## config.mk

```make
export PLATFORM = sky130hd
export DESIGN_NAME = fvc_regs
export DESIGN_NICKNAME = d
export VERILOG_FILES = /design/src/core/fvc_pkg.sv /design/src/core/fvc_regs.sv /design/src/core/fvc_sync.sv /design/src/core/fvc_shift.sv
export SDC_FILE = /design/constraint.sdc
export NUM_CORES = 1
export LEC_CHECK = 0
export ABC_AREA = 1
export BUFFER_PORTS_ARGS = -buffer_cell sky130_fd_sc_hd__buf_4
export CAP_MARGIN = 20
export CORE_UTILIZATION = 59
export DETAILED_ROUTE_END_ITERATION = 12
export PLACE_DENSITY = 0.81
export SYNTH_ARGS = -nofsm -noshare
export SYNTH_HDL_FRONTEND = slang
export SYNTH_SLANG_ARGS = --single-unit
```

## constraint.sdc

```tcl
create_clock -name mclk -period 2.47 [get_ports mclk]
set_input_delay 0.247 -clock mclk [delete_from_list [all_inputs] [get_ports mclk]]
set_output_delay 0.247 -clock mclk [all_outputs]
set_load 0.02 [all_outputs]
```

## src/core/fvc_pkg.sv

```systemverilog
package fvc_pkg;

  // register byte addresses, low address byte only
  localparam logic [7:0] OFS_IO_MODE    = 8'h00;
  localparam logic [7:0] OFS_DUMMY      = 8'h01;
  localparam logic [7:0] OFS_DRIVE      = 8'h03;
  localparam logic [7:0] OFS_ADDR_WIDTH = 8'h05;
  localparam logic [7:0] OFS_XIP        = 8'h06;
  localparam logic [7:0] OFS_WRAP       = 8'h07;
  localparam logic [7:0] OFS_TRAIN      = 8'h0A;
  localparam logic [7:0] OFS_INTEG      = 8'h0B;
  localparam logic [7:0] OFS_ECC_STAT   = 8'h0C;
  localparam logic [7:0] OFS_FCA_LO     = 8'h0D;
  localparam logic [7:0] OFS_FCA_A      = 8'h0E;
  localparam logic [7:0] OFS_FCA_B      = 8'h0F;
  localparam logic [7:0] OFS_FCA_HI     = 8'h10;

  // reset values
  localparam logic [7:0] RST_ERASED     = 8'hFF;
  localparam logic [7:0] RST_DUMMY      = 8'h1F;
  localparam logic [7:0] RST_TRAIN      = 8'h55;
  localparam logic [7:0] RD_RESERVED    = 8'hFF;

  // setting encodings
  localparam logic [7:0] MODE_XSPI      = 8'hFF;
  localparam logic [7:0] MODE_XSPI_NS   = 8'hDF;
  localparam logic [7:0] MODE_ODDR      = 8'hE7;
  localparam logic [7:0] MODE_ODDR_NS   = 8'hC7;
  localparam logic [7:0] SEL_OFF        = 8'hFF;
  localparam logic [7:0] SEL_ON         = 8'hFE;
  localparam logic [7:0] WRAP_64        = 8'hFE;
  localparam logic [7:0] WRAP_32        = 8'hFD;
  localparam logic [7:0] WRAP_16        = 8'hFC;
  localparam logic [7:0] DUMMY_MAX      = 8'h1F;
  localparam logic [7:0] DUMMY_ZERO     = 8'h00;

  // integrity control field positions
  localparam int BIT_SSO_N    = 6;
  localparam int BIT_CRC_HI   = 5;
  localparam int BIT_CRC_LO   = 4;
  localparam int BIT_CRC_N    = 3;
  localparam int BIT_ERR_SEL  = 2;
  localparam int BIT_ERRPIN_N = 1;
  localparam int BIT_ECC_N    = 0;
  localparam logic [7:0] SSO_INVERT_MASK = 8'h08;
  localparam logic [3:0] CNT_SAT         = 4'hF;

  // serial commands
  localparam logic [7:0] CMD_WREN     = 8'h06;
  localparam logic [7:0] CMD_WRDI     = 8'h04;
  localparam logic [7:0] CMD_WR_CFG   = 8'h81;
  localparam logic [7:0] CMD_RD_CFG   = 8'h85;
  localparam logic [7:0] CMD_RD_FLAG  = 8'h70;
  localparam logic [7:0] CMD_CLR_FLAG = 8'h50;
  localparam logic [7:0] CMD_SW_RESET = 8'h99;

  typedef enum logic [4:0]
  {
    ST_CMD  = 5'b00001,
    ST_ADDR = 5'b00010,
    ST_DIN  = 5'b00100,
    ST_DOUT = 5'b01000,
    ST_SKIP = 5'b10000
  } fvc_state_t;

endpackage : fvc_pkg

```

## src/core/fvc_regs.sv

```systemverilog
// Function
// - SSO bit clear inverts DQ3 only
// - two bits pick CRC chunk size
// - CRC bit low enables parity in DDR
// - select bit picks detection or correction
// - select bit picks chunk address capture event
// - select bit honoured only with ECC on
// - error pin enable low activates pin
// - ECC enable low turns correction on
// - byte 0Ah holds training pattern, 55h
// - wrap byte: continuous, 64, 32, 16
// - XIP byte FEh enables execute-in-place
// - address width byte picks 3 or 4
// - dummy byte sets fast read dummies
// - mode byte picks SPI or octal DDR
// - DDR-boot parts allow only octal DDR strobe
// - correction counter saturates at fifteen
// - only low address byte selects register
// - reserved address reads back FFh
// - reserved write ignored, flags, clears WEL
`timescale 1ns/10ps
module fvc_regs
(
  input  wire logic        mclk,
  input  wire logic        reset_n,
  input  wire logic        pin_sclk,
  input  wire logic        pin_cs_n,
  input  wire logic        pin_din,
  input  wire logic        boot_ddr_strap,
  input  wire logic        ecc_correct_evt,
  input  wire logic        ecc_detect_evt,
  input  wire logic [27:0] ecc_chunk_addr,
  input  wire logic        train_active,
  input  wire logic [2:0]  train_bit_idx,
  output logic             pin_dout,
  output logic             pin_dout_oe,
  output logic             err_n,
  output logic [7:0]       train_dq,
  output logic [7:0]       io_protocol_mode,
  output logic             octal_ddr,
  output logic             strobe_enable,
  output logic [4:0]       dummy_cycles,
  output logic             dummy_default,
  output logic             addr_4byte,
  output logic             xip_enable,
  output logic [6:0]       wrap_bytes,
  output logic [7:0]       crc_chunk_bytes,
  output logic             parity_check_en,
  output logic             correction_on,
  output logic [3:0]       correction_event_counter,
  output logic [27:0]      failing_chunk_address,
  output logic             write_enable_latch,
  output logic             reserved_write_flag
);
  import fvc_pkg::*;

  ////////////////////////////////////////////////////////////////////////////////
  // link pins: synchronised then edge detected
  logic [2:0] pins_s;
  logic       sclk_d;
  fvc_sync #(.WIDTH(3)) u_sync
  (
    .mclk     (mclk),
    .reset_n  (reset_n),
    .async_in ({pin_sclk, pin_cs_n, pin_din}),
    .sync_out (pins_s)
  );
  wire sclk_s    = pins_s[2];
  wire selected  = !pins_s[1];
  wire sclk_rise = sclk_s && !sclk_d;
  wire sclk_fall = !sclk_s && sclk_d;

  logic       [7:0] rx_byte;
  logic             rx_valid;
  logic             tx_load;
  logic       [7:0] tx_byte;
  fvc_shift u_shift
  (
    .mclk      (mclk),
    .reset_n   (reset_n),
    .selected  (selected),
    .sclk_rise (sclk_rise),
    .sclk_fall (sclk_fall),
    .din       (pins_s[0]),
    .tx_load   (tx_load),
    .tx_byte   (tx_byte),
    .rx_byte   (rx_byte),
    .rx_valid  (rx_valid),
    .dout      (pin_dout)
  );

  ////////////////////////////////////////////////////////////////////////////////
  // configuration bytes
  logic [7:0] mode_r;
  logic [7:0] dummy_r;
  logic [7:0] drive_r;
  logic [7:0] awidth_r;
  logic [7:0] xip_r;
  logic [7:0] wrap_r;
  logic [7:0] pattern_r;
  logic [7:0] integ_r;
  logic       ddr_boot;
  logic       strap_taken;

  fvc_state_t state;
  logic [1:0] addr_cnt;
  logic [7:0] addr_lsb;
  logic       is_read;

  wire       ecc_on    = !integ_r[BIT_ECC_N];
  wire       sel_event = integ_r[BIT_ERR_SEL] ? ecc_detect_evt : ecc_correct_evt;
  wire       ecc_hit   = ecc_on && sel_event;
  wire [1:0] last_addr = awidth_r == SEL_ON ? 2'd3 : 2'd2;

  function automatic logic [7:0] read_byte(input logic [7:0] a);
    case (a)
      OFS_IO_MODE:    read_byte = mode_r;
      OFS_DUMMY:      read_byte = dummy_r;
      OFS_DRIVE:      read_byte = drive_r;
      OFS_ADDR_WIDTH: read_byte = awidth_r;
      OFS_XIP:        read_byte = xip_r;
      OFS_WRAP:       read_byte = wrap_r;
      OFS_TRAIN:      read_byte = pattern_r;
      OFS_INTEG:      read_byte = integ_r;
      OFS_ECC_STAT:   read_byte = {1'b0, correction_event_counter, 3'b000};
      OFS_FCA_LO:     read_byte = {failing_chunk_address[3:0], 4'h0};
      OFS_FCA_A:      read_byte = failing_chunk_address[11:4];
      OFS_FCA_B:      read_byte = failing_chunk_address[19:12];
      OFS_FCA_HI:     read_byte = failing_chunk_address[27:20];
      default:        read_byte = RD_RESERVED;
    endcase
  endfunction : read_byte

  // legal settings per byte; anything else is a reserved write
  function automatic logic write_legal(input logic [7:0] a, input logic [7:0] d, input logic ddr);
    case (a)
      OFS_IO_MODE:    write_legal = ddr ? (d == MODE_ODDR)
                                        : (d == MODE_XSPI || d == MODE_XSPI_NS ||
                                           d == MODE_ODDR || d == MODE_ODDR_NS);
      OFS_DUMMY:      write_legal = d <= DUMMY_MAX;
      OFS_DRIVE,
      OFS_WRAP:       write_legal = d >= WRAP_16;
      OFS_ADDR_WIDTH,
      OFS_XIP:        write_legal = d >= SEL_ON;
      OFS_TRAIN,
      OFS_INTEG:      write_legal = 1'b1;
      default:        write_legal = 1'b0;
    endcase
  endfunction : write_legal

  wire in_cmd   = state == ST_CMD;
  wire in_addr  = state == ST_ADDR;
  wire addr_end = rx_valid && in_addr && (addr_cnt == last_addr);
  wire cmd_seen = rx_valid && in_cmd;
  wire do_write = rx_valid && (state == ST_DIN) && write_enable_latch;
  wire legal    = write_legal(addr_lsb, rx_byte, ddr_boot);
  wire wr_ok    = do_write && legal;
  wire sw_reset = cmd_seen && (rx_byte == CMD_SW_RESET);
  wire [7:0] flag_byte = {1'b1, 5'b00000, reserved_write_flag, 1'b0};

  assign tx_load = (cmd_seen && rx_byte == CMD_RD_FLAG) || (addr_end && is_read) ||
                   (rx_valid && state == ST_DOUT);
  assign tx_byte = (in_cmd || (state == ST_DOUT && !is_read)) ? flag_byte :
                   in_addr ? read_byte(rx_byte) : read_byte(addr_lsb);

  ////////////////////////////////////////////////////////////////////////////////
  // command sequencer
  fvc_state_t next_state;
  always_comb
  begin
    next_state = state;
    if (!selected)
      next_state = ST_CMD;
    else if (rx_valid)
      case (state)
        ST_CMD:
          case (rx_byte)
            CMD_WR_CFG,
            CMD_RD_CFG:  next_state = ST_ADDR;
            CMD_RD_FLAG: next_state = ST_DOUT;
            default:     next_state = ST_SKIP;
          endcase
        ST_ADDR: next_state = addr_end ? (is_read ? ST_DOUT : ST_DIN) : ST_ADDR;
        ST_DIN:  next_state = ST_SKIP;
        ST_DOUT: next_state = ST_DOUT;
        ST_SKIP: next_state = ST_SKIP;
        default: next_state = ST_CMD;
      endcase
  end

  always_ff @(posedge mclk or negedge reset_n)
  begin
    if (!reset_n)
    begin
      state    <= ST_CMD;
      sclk_d   <= 1'b1;
      addr_cnt <= 2'd0;
      addr_lsb <= 8'h00;
      is_read  <= 1'b0;
    end
    else
    begin
      state  <= next_state;
      sclk_d <= sclk_s;
      if (cmd_seen)
      begin
        is_read  <= rx_byte == CMD_RD_CFG;
        addr_cnt <= 2'd0;
      end
      else if (rx_valid && in_addr)
      begin
        addr_cnt <= addr_cnt + 2'd1;
        addr_lsb <= rx_byte;
      end
    end
  end

  // strap caught on the first clock after reset release, never under reset
  always_ff @(posedge mclk or negedge reset_n)
  begin
    if (!reset_n)
    begin
      strap_taken <= 1'b0;
      ddr_boot    <= 1'b0;
    end
    else if (!strap_taken)
    begin
      strap_taken <= 1'b1;
      ddr_boot    <= boot_ddr_strap;
    end
  end

  ////////////////////////////////////////////////////////////////////////////////
  // register writes; software reset reloads the same defaults as the pin
  always_ff @(posedge mclk or negedge reset_n)
  begin
    if (!reset_n)
    begin
      mode_r    <= RST_ERASED;
      dummy_r   <= RST_DUMMY;
      drive_r   <= RST_ERASED;
      awidth_r  <= RST_ERASED;
      xip_r     <= RST_ERASED;
      wrap_r    <= RST_ERASED;
      pattern_r <= RST_TRAIN;
      integ_r   <= RST_ERASED;
    end
    else if (sw_reset)
    begin
      mode_r    <= RST_ERASED;
      dummy_r   <= RST_DUMMY;
      drive_r   <= RST_ERASED;
      awidth_r  <= RST_ERASED;
      xip_r     <= RST_ERASED;
      wrap_r    <= RST_ERASED;
      pattern_r <= RST_TRAIN;
      integ_r   <= RST_ERASED;
    end
    else if (wr_ok)
      case (addr_lsb)
        OFS_IO_MODE:    mode_r    <= rx_byte;
        OFS_DUMMY:      dummy_r   <= rx_byte;
        OFS_DRIVE:      drive_r   <= rx_byte;
        OFS_ADDR_WIDTH: awidth_r  <= rx_byte;
        OFS_XIP:        xip_r     <= rx_byte;
        OFS_WRAP:       wrap_r    <= rx_byte;
        OFS_TRAIN:      pattern_r <= rx_byte;
        default:        integ_r   <= rx_byte | 8'h80; // bit 7 stays reserved
      endcase
  end

  // write latch and flag: a reserved write sets the flag even if a clear arrives
  always_ff @(posedge mclk or negedge reset_n)
  begin
    if (!reset_n)
    begin
      write_enable_latch  <= 1'b0;
      reserved_write_flag <= 1'b0;
    end
    else
    begin
      if (do_write || (cmd_seen && rx_byte == CMD_WRDI) || sw_reset)
        write_enable_latch <= 1'b0;
      else if (cmd_seen && rx_byte == CMD_WREN)
        write_enable_latch <= 1'b1;
      if (do_write && !legal)
        reserved_write_flag <= 1'b1;
      else if (cmd_seen && (rx_byte == CMD_CLR_FLAG || rx_byte == CMD_SW_RESET))
        reserved_write_flag <= 1'b0;
    end
  end

  ////////////////////////////////////////////////////////////////////////////////
  // ECC events, error pin held low until the next command byte is received
  always_ff @(posedge mclk or negedge reset_n)
  begin
    if (!reset_n)
    begin
      err_n                    <= 1'b1;
      correction_event_counter <= 4'h0;
      failing_chunk_address    <= 28'h0000000;
    end
    else
    begin
      if (ecc_hit && !integ_r[BIT_ERRPIN_N])
        err_n <= 1'b0;
      else if (cmd_seen || integ_r[BIT_ERRPIN_N])
        err_n <= 1'b1;
      if (ecc_hit)
        failing_chunk_address <= ecc_chunk_addr;
      if (ecc_on && ecc_correct_evt && correction_event_counter != CNT_SAT)
        correction_event_counter <= correction_event_counter + 4'h1;
    end
  end

  ////////////////////////////////////////////////////////////////////////////////
  // decoded settings, registered so every output leaves a flop
  wire [7:0] sso_mask = integ_r[BIT_SSO_N] ? 8'h00 : SSO_INVERT_MASK;
  wire       pat_bit  = pattern_r[3'd7 - train_bit_idx];
  wire       mode_ddr = (mode_r == MODE_ODDR) || (mode_r == MODE_ODDR_NS);
  wire [1:0] crc_sel  = integ_r[BIT_CRC_HI:BIT_CRC_LO];

  always_ff @(posedge mclk or negedge reset_n)
  begin
    if (!reset_n)
    begin
      pin_dout_oe      <= 1'b0;
      train_dq         <= 8'h00;
      io_protocol_mode <= RST_ERASED;
      octal_ddr        <= 1'b0;
      strobe_enable    <= 1'b1;
      dummy_cycles     <= 5'h1F;
      dummy_default    <= 1'b1;
      addr_4byte       <= 1'b0;
      xip_enable       <= 1'b0;
      wrap_bytes       <= 7'h00;
      crc_chunk_bytes  <= 8'h10;
      parity_check_en  <= 1'b0;
      correction_on    <= 1'b0;
    end
    else
    begin
      pin_dout_oe      <= selected && state == ST_DOUT;
      train_dq         <= train_active ? ({8{pat_bit}} ^ sso_mask) : 8'h00;
      io_protocol_mode <= mode_r;
      octal_ddr        <= mode_ddr;
      strobe_enable    <= mode_r == MODE_XSPI || mode_r == MODE_ODDR;
      dummy_cycles     <= dummy_r[4:0];
      dummy_default    <= dummy_r == DUMMY_MAX || dummy_r == DUMMY_ZERO;
      addr_4byte       <= awidth_r == SEL_ON;
      xip_enable       <= xip_r == SEL_ON;
      wrap_bytes       <= wrap_r == WRAP_64 ? 7'd64 : wrap_r == WRAP_32 ? 7'd32 :
                          wrap_r == WRAP_16 ? 7'd16 : 7'd0;
      crc_chunk_bytes  <= 8'h10 << (2'd3 - crc_sel);
      parity_check_en  <= !integ_r[BIT_CRC_N] && mode_ddr;
      correction_on    <= ecc_on;
    end
  end

  ////////////////////////////////////////////////////////////////////////////////
  // checks
  property p_sso;
    @(posedge mclk) disable iff (!reset_n)
    train_active |=> (train_dq[3] ^ train_dq[2]) == !integ_r[BIT_SSO_N];
  endproperty
  a_sso: assert property (p_sso) else $error("dq3 inversion wrong");

  property p_crc_size;
    @(posedge mclk) disable iff (!reset_n)
    (crc_sel == 2'b00) |=> crc_chunk_bytes == 8'h80 || $past(crc_sel) != 2'b00;
  endproperty
  a_crc_size: assert property (p_crc_size) else $error("crc chunk size wrong");

  property p_parity;
    @(posedge mclk) disable iff (!reset_n)
    parity_check_en |-> $past(mode_ddr) && !$past(integ_r[BIT_CRC_N]);
  endproperty
  a_parity: assert property (p_parity) else $error("parity on outside ddr");

  property p_err_low;
    @(posedge mclk) disable iff (!reset_n)
    $fell(err_n) |-> $past(ecc_on) && $past(sel_event) && !$past(integ_r[BIT_ERRPIN_N]);
  endproperty
  a_err_low: assert property (p_err_low) else $error("error pin fell without cause");

  property p_fca;
    @(posedge mclk) disable iff (!reset_n)
    (ecc_correct_evt && !ecc_detect_evt && integ_r[BIT_ERR_SEL]) |=> $stable(failing_chunk_address);
  endproperty
  a_fca: assert property (p_fca) else $error("address captured on wrong event");

  property p_ecc_off;
    @(posedge mclk) disable iff (!reset_n)
    !ecc_on ##1 !ecc_on |-> $stable(correction_event_counter) && $stable(failing_chunk_address);
  endproperty
  a_ecc_off: assert property (p_ecc_off) else $error("ecc state moved while off");

  property p_sat;
    @(posedge mclk) disable iff (!reset_n)
    correction_event_counter == CNT_SAT |=> correction_event_counter == CNT_SAT || $past(sw_reset);
  endproperty
  a_sat: assert property (p_sat) else $error("counter left saturation");

  property p_reserved;
    @(posedge mclk) disable iff (!reset_n)
    (do_write && !legal) |=> reserved_write_flag && !write_enable_latch ##0 $stable(mode_r);
  endproperty
  a_reserved: assert property (p_reserved) else $error("reserved write not handled");

  property p_ddr_boot;
    @(posedge mclk) disable iff (!reset_n)
    (ddr_boot && wr_ok && addr_lsb == OFS_IO_MODE) |=> mode_r == MODE_ODDR;
  endproperty
  a_ddr_boot: assert property (p_ddr_boot) else $error("ddr boot part left octal ddr");

endmodule : fvc_regs

```

## src/core/fvc_sync.sv

```systemverilog
`timescale 1ns/10ps
module fvc_sync
#(
  parameter int WIDTH = 3
)
(
  input  wire logic             mclk,
  input  wire logic             reset_n,
  input  wire logic [WIDTH-1:0] async_in,
  output logic      [WIDTH-1:0] sync_out
);
  import fvc_pkg::*;

  logic [WIDTH-1:0] stage1;

  // two flops per line; stage1 feeds only stage2
  genvar gi;
  generate
    for (gi = 0; gi < WIDTH; gi++)
    begin : g_bit
      always_ff @(posedge mclk or negedge reset_n)
      begin
        if (!reset_n)
        begin
          stage1[gi]   <= 1'b1;
          sync_out[gi] <= 1'b1;
        end
        else
        begin
          stage1[gi]   <= async_in[gi];
          sync_out[gi] <= stage1[gi];
        end
      end
    end
  endgenerate

endmodule : fvc_sync

```

## src/core/fvc_shift.sv

```systemverilog
`timescale 1ns/10ps
module fvc_shift
(
  input  wire logic       mclk,
  input  wire logic       reset_n,
  input  wire logic       selected,
  input  wire logic       sclk_rise,
  input  wire logic       sclk_fall,
  input  wire logic       din,
  input  wire logic       tx_load,
  input  wire logic [7:0] tx_byte,
  output logic      [7:0] rx_byte,
  output logic            rx_valid,
  output logic            dout
);
  import fvc_pkg::*;

  logic [2:0] bit_cnt;
  logic [7:0] rx_shift;
  logic [7:0] tx_shift;
  wire  [7:0] rx_next = {rx_shift[6:0], din};

  always_ff @(posedge mclk or negedge reset_n)
  begin
    if (!reset_n)
    begin
      bit_cnt  <= 3'h0;
      rx_shift <= 8'h00;
      rx_byte  <= 8'h00;
      rx_valid <= 1'b0;
    end
    else
    begin
      rx_valid <= selected && sclk_rise && (bit_cnt == 3'h7);
      if (!selected)
        bit_cnt <= 3'h0;
      else if (sclk_rise)
      begin
        bit_cnt  <= bit_cnt + 3'h1;
        rx_shift <= rx_next;
        if (bit_cnt == 3'h7)
          rx_byte <= rx_next;
      end
    end
  end

  // msb first, driven on the falling edge so it is stable at the host's rising edge
  always_ff @(posedge mclk or negedge reset_n)
  begin
    if (!reset_n)
    begin
      tx_shift <= 8'h00;
      dout     <= 1'b0;
    end
    else if (tx_load)
      tx_shift <= tx_byte;
    else if (selected && sclk_fall)
    begin
      dout     <= tx_shift[7];
      tx_shift <= {tx_shift[6:0], 1'b0};
    end
  end

endmodule : fvc_shift

```

==> flow_summary.json <==
{
  "postRouteWirelength_um": 33300,
  "cts_resized": 0,
  "dp_hpwl_um": 25400,
  "drc": 0,
  "tightestPinTransition_ps": 642,
  "cts_max_level": 4,
  "synth.distinct_cells": 42,
  "grt_antenna_before_repair": 0,
  "tns_ps": 0,
  "synth_area_um2": 9460,
  "nNetsFinal": 1401,
  "io_pins": 120,
  "synth_edf_count": 0,
  "seq_area_frac_synth_pct": 49.0,
  "cp.buffers_inverters": 2,
  "cpMostUsedCell": "nand2_1",
  "arrival_ps": 2840,
  "numCtsBuffers": 17,
  "synth_flop_cell": "dfrtp_1",
  "relSlewSlack_pct": 56.8,
  "path_max_fanout": 13,
  "root_buffer": "clkbuf_16",
  "gp_congestion": 1.10,
  "first_iter_violations": 1311,
  "peakVddDrop_mv": 0.565,
  "syn_to_final_growth_pct": 20.6,
  "fin_util_pct": 73.9,
  "coreArea_um2": 15400,
  "port_buffers": 111,
  "clock_skew_ps": 7.93,
  "num_rows": 45,
  "clockBufferDepth": 2,
  "grt_usage_pct": 42.4,
  "critPathMaxStageDelay_ps": 500,
  "power_density_nw_per_um2": 588,
  "cts_tree": "built",
  "grt_pass1_vias": 9200,
  "dieArea_um2": 16500,
  "grt_pass1_wl_um": 51100,
  "detail-route-antenna-nets": 0,
  "rsz0062_at_grt": "no",
  "status": "completed",
  "required_ps": 2860,
  "synth_top_area_cell": "dfrtp_1",
  "cpLargestDelayFamily": "simple AND/OR/NAND/NOR gates",
  "crit_slowest_cell": "o21ai_0",
  "via_per_inst": 5.96,
  "cp-end-kind": "register",
  "wl_per_cell_um": 21.0,
  "hp-class": "in -> reg",
  "yosys_register_bits": 181,
  "die_x_um": 129,
  "drive_gt1_share_pct": 25.2,
  "cap_viol_max_count": 0,
  "dr.pass1.iters": 7,
  "vias": 9439,
  "initial_core_util_pct": 61.3,
  "slew_viol_final": 0,
  "clock-sinks": 181,
  "ys_async_sr_fraction_pct": 100,
  "grt_max_degree": 67,
  "critPathKind": "reg -> reg",
  "overflow": 0,
  "path_clk_slew_ps": 70,
  "hold_viol": 0,
  "netlist_top_cells_area": "dfrtp_1, dfstp_2, nand2_1, nand3_1, nor2_1",
  "syn_avg_cell_area_um2": 7.83,
  "yosysTopAreaCellShare_pct": 26.5,
  "start_kind": "register",
  "die_h_um": 129,
  "finalCriticalPeriod_ps": 2460,
  "max_freq_mhz": 407,
  "leakagePower_nw": 5.71,
  "clock_latency_ps": 450,
  "synthCells": 1207,
  "min_period_over_period_pct": 99.5,
  "path_cells": "nor2_2 > nand2_4 > inv_2 > nand2_1 > buf_4 > o21ai_0 > a21oi_1 > nand4_1 > nand3_1 > nand2_1",
  "setup_viol": 0,
  "yosysWarnings": 0
}
==> cell usage after synthesis, types with 2 or more instances <==
| master | number |
|---|---|
| nor3_1 | 8 |
| nor2_2 | 13 |
| nor4_1 | 6 |
| nand2_4 | 6 |
| o211ai_1 | 3 |
| a31oi_1 | 4 |
| nand3b_1 | 2 |
| nand3_1 | 118 |
| o31ai_1 | 3 |
| nand2_2 | 16 |
| inv_2 | 5 |
| o21ai_0 | 63 |
| nor2_1 | 149 |
| xor2_1 | 2 |
| o22ai_1 | 20 |
| nand4_1 | 17 |
| dfrtp_1 | 100 |
| clkbuf_1 | 11 |
| buf_4 | 17 |
| nand3_2 | 5 |
| o2111ai_1 | 4 |
| a21oi_1 | 34 |
| dfstp_2 | 81 |
| nand2_1 | 343 |
| conb_1 | 2 |
| buf_2 | 8 |
| ha_1 | 3 |
| inv_1 | 129 |
| nand3_4 | 3 |
| mux2_2 | 20 |
==> logic make-up after synthesis <==
| group | count (synthesis) | synth area share (%) |
|---|---|---|
| xor gates and xnor gates | 3 | 0.278 |
| adders and majority gates | 3 | 0.397 |
| other | 2 | 0.0794 |
| DFF | 181 | 49.0 |
| buffers and inverters | 173 | 7.93 |
| muxes | 20 | 2.38 |
| and+or+nand+nor | 687 | 31.7 |
| AOI/OAI and AO/OA | 138 | 8.31 |
==> sequential cells by signal, indices dropped and copies added, names as in the netlist, 7 cells and up <==
register / count
addr_lsb: 8
awidth_r: 8
drive_r: 8
dummy_r: 8
failing_chunk_address: 28
integ_r: 7
io_protocol_mode: 8
mode_r: 8
pattern_r: 8
u_shift.rx_byte: 8
u_shift.rx_shift: 7
u_shift.tx_shift: 8
wrap_r: 8
xip_r: 8
==> report_power, final <==
| group | internal, W | switching (W) | leakage, nW |
|---|---|---|---|
| Combinational | 0.000266 | 0.000352 | 3.29 |
| Sequential | 0.00310 | 0.000179 | 2.12 |
| Clock | 0.00147 | 0.00133 | 0.297 |
| Total | 0.00484 | 0.00186 | 5.71 |
==> cells in the final DEF, fill, tap and decap left out, types with 16 or more instances in the layout <==
cell / n
nand4_1: 17
dfrtp_1: 100
o22ai_1: 20
nand2_2: 16
nand3_1: 118
clkbuf_16: 17
buf_4: 154
dfstp_2: 81
o21ai_0: 62
mux2_2: 20
nor2_1: 149
a21oi_1: 34
inv_1: 129
nand2_1: 343
==> metal layers <==
metal	share of wire, %	wire, µm	up-vias	global-route usage [%]
met5	0	0	-	0
met4	4.7	1570	0	19.7
met3	12	3970	150	11.5
met2	46	15200	650	67.1
met1	38	12600	4468	54.6
li1	-	-	4171	-
==> final timing paths <==
kind / from / to / slack, ps / depth (start not counted)
max: u_shift.rx_byte[4] / u_shift.tx_shift[3] / 10 / 10
min: train_active / train_dq[6] / 10 / 3
max reg2reg: u_shift.rx_byte[4] / u_shift.tx_shift[3] / 10 / 10
min reg2reg: u_sync.stage1[2] / u_sync.sync_out[2] / 360 / 0
max in group asynchronous: reset_n / drive_r[4] / 1370 / 3
min in group asynchronous: reset_n / crc_chunk_bytes[6] / 330 / 2
==> worst register-to-register path: stages (launching register included) <==
cell and delay, ps:
dfrtp_1 460, nor2_2 210, nand2_4 130, inv_2 230, nand2_1 90, buf_4 180
o21ai_0 500, a21oi_1 200, nand4_1 150, nand3_1 150, nand2_1 100
==> timing repair <==
action                     CTS  global route
hold buffers                 4             0
setup buffers                0             0
setup endpoints to repair    0             0
hold endpoints to repair    28             0
==> through the flow <==
step           power (W)  cells  hold slack [ps]  worst slack, ps  cell area, µm²
3_5_place_dp     0.00394   1546              237              266           10800
3_3_place_gp     0.00392   1546              235              237           10800
2_1_floorplan    0.00358   1214            -48.6              675            9480
4_1_cts          0.00669   1582             17.3              210           11400
5_1_grt          0.00690   1582             27.2             1.30           11400
6_report         0.00670   1583             14.9             13.6           11400
==> cell type report <==
cell class	count	area, µm²
Clock inverter	14	163
Multi-Input combinational cell	860	4110
Fill cell	1191	4030
Sequential cell	181	4630
Clock buffer	18	439
Inverter	135	509
Antenna cell	1	2.50
Timing Repair Buffer	163	1290
Tap cell	211	264
Power figures use the tool's default switching activity.
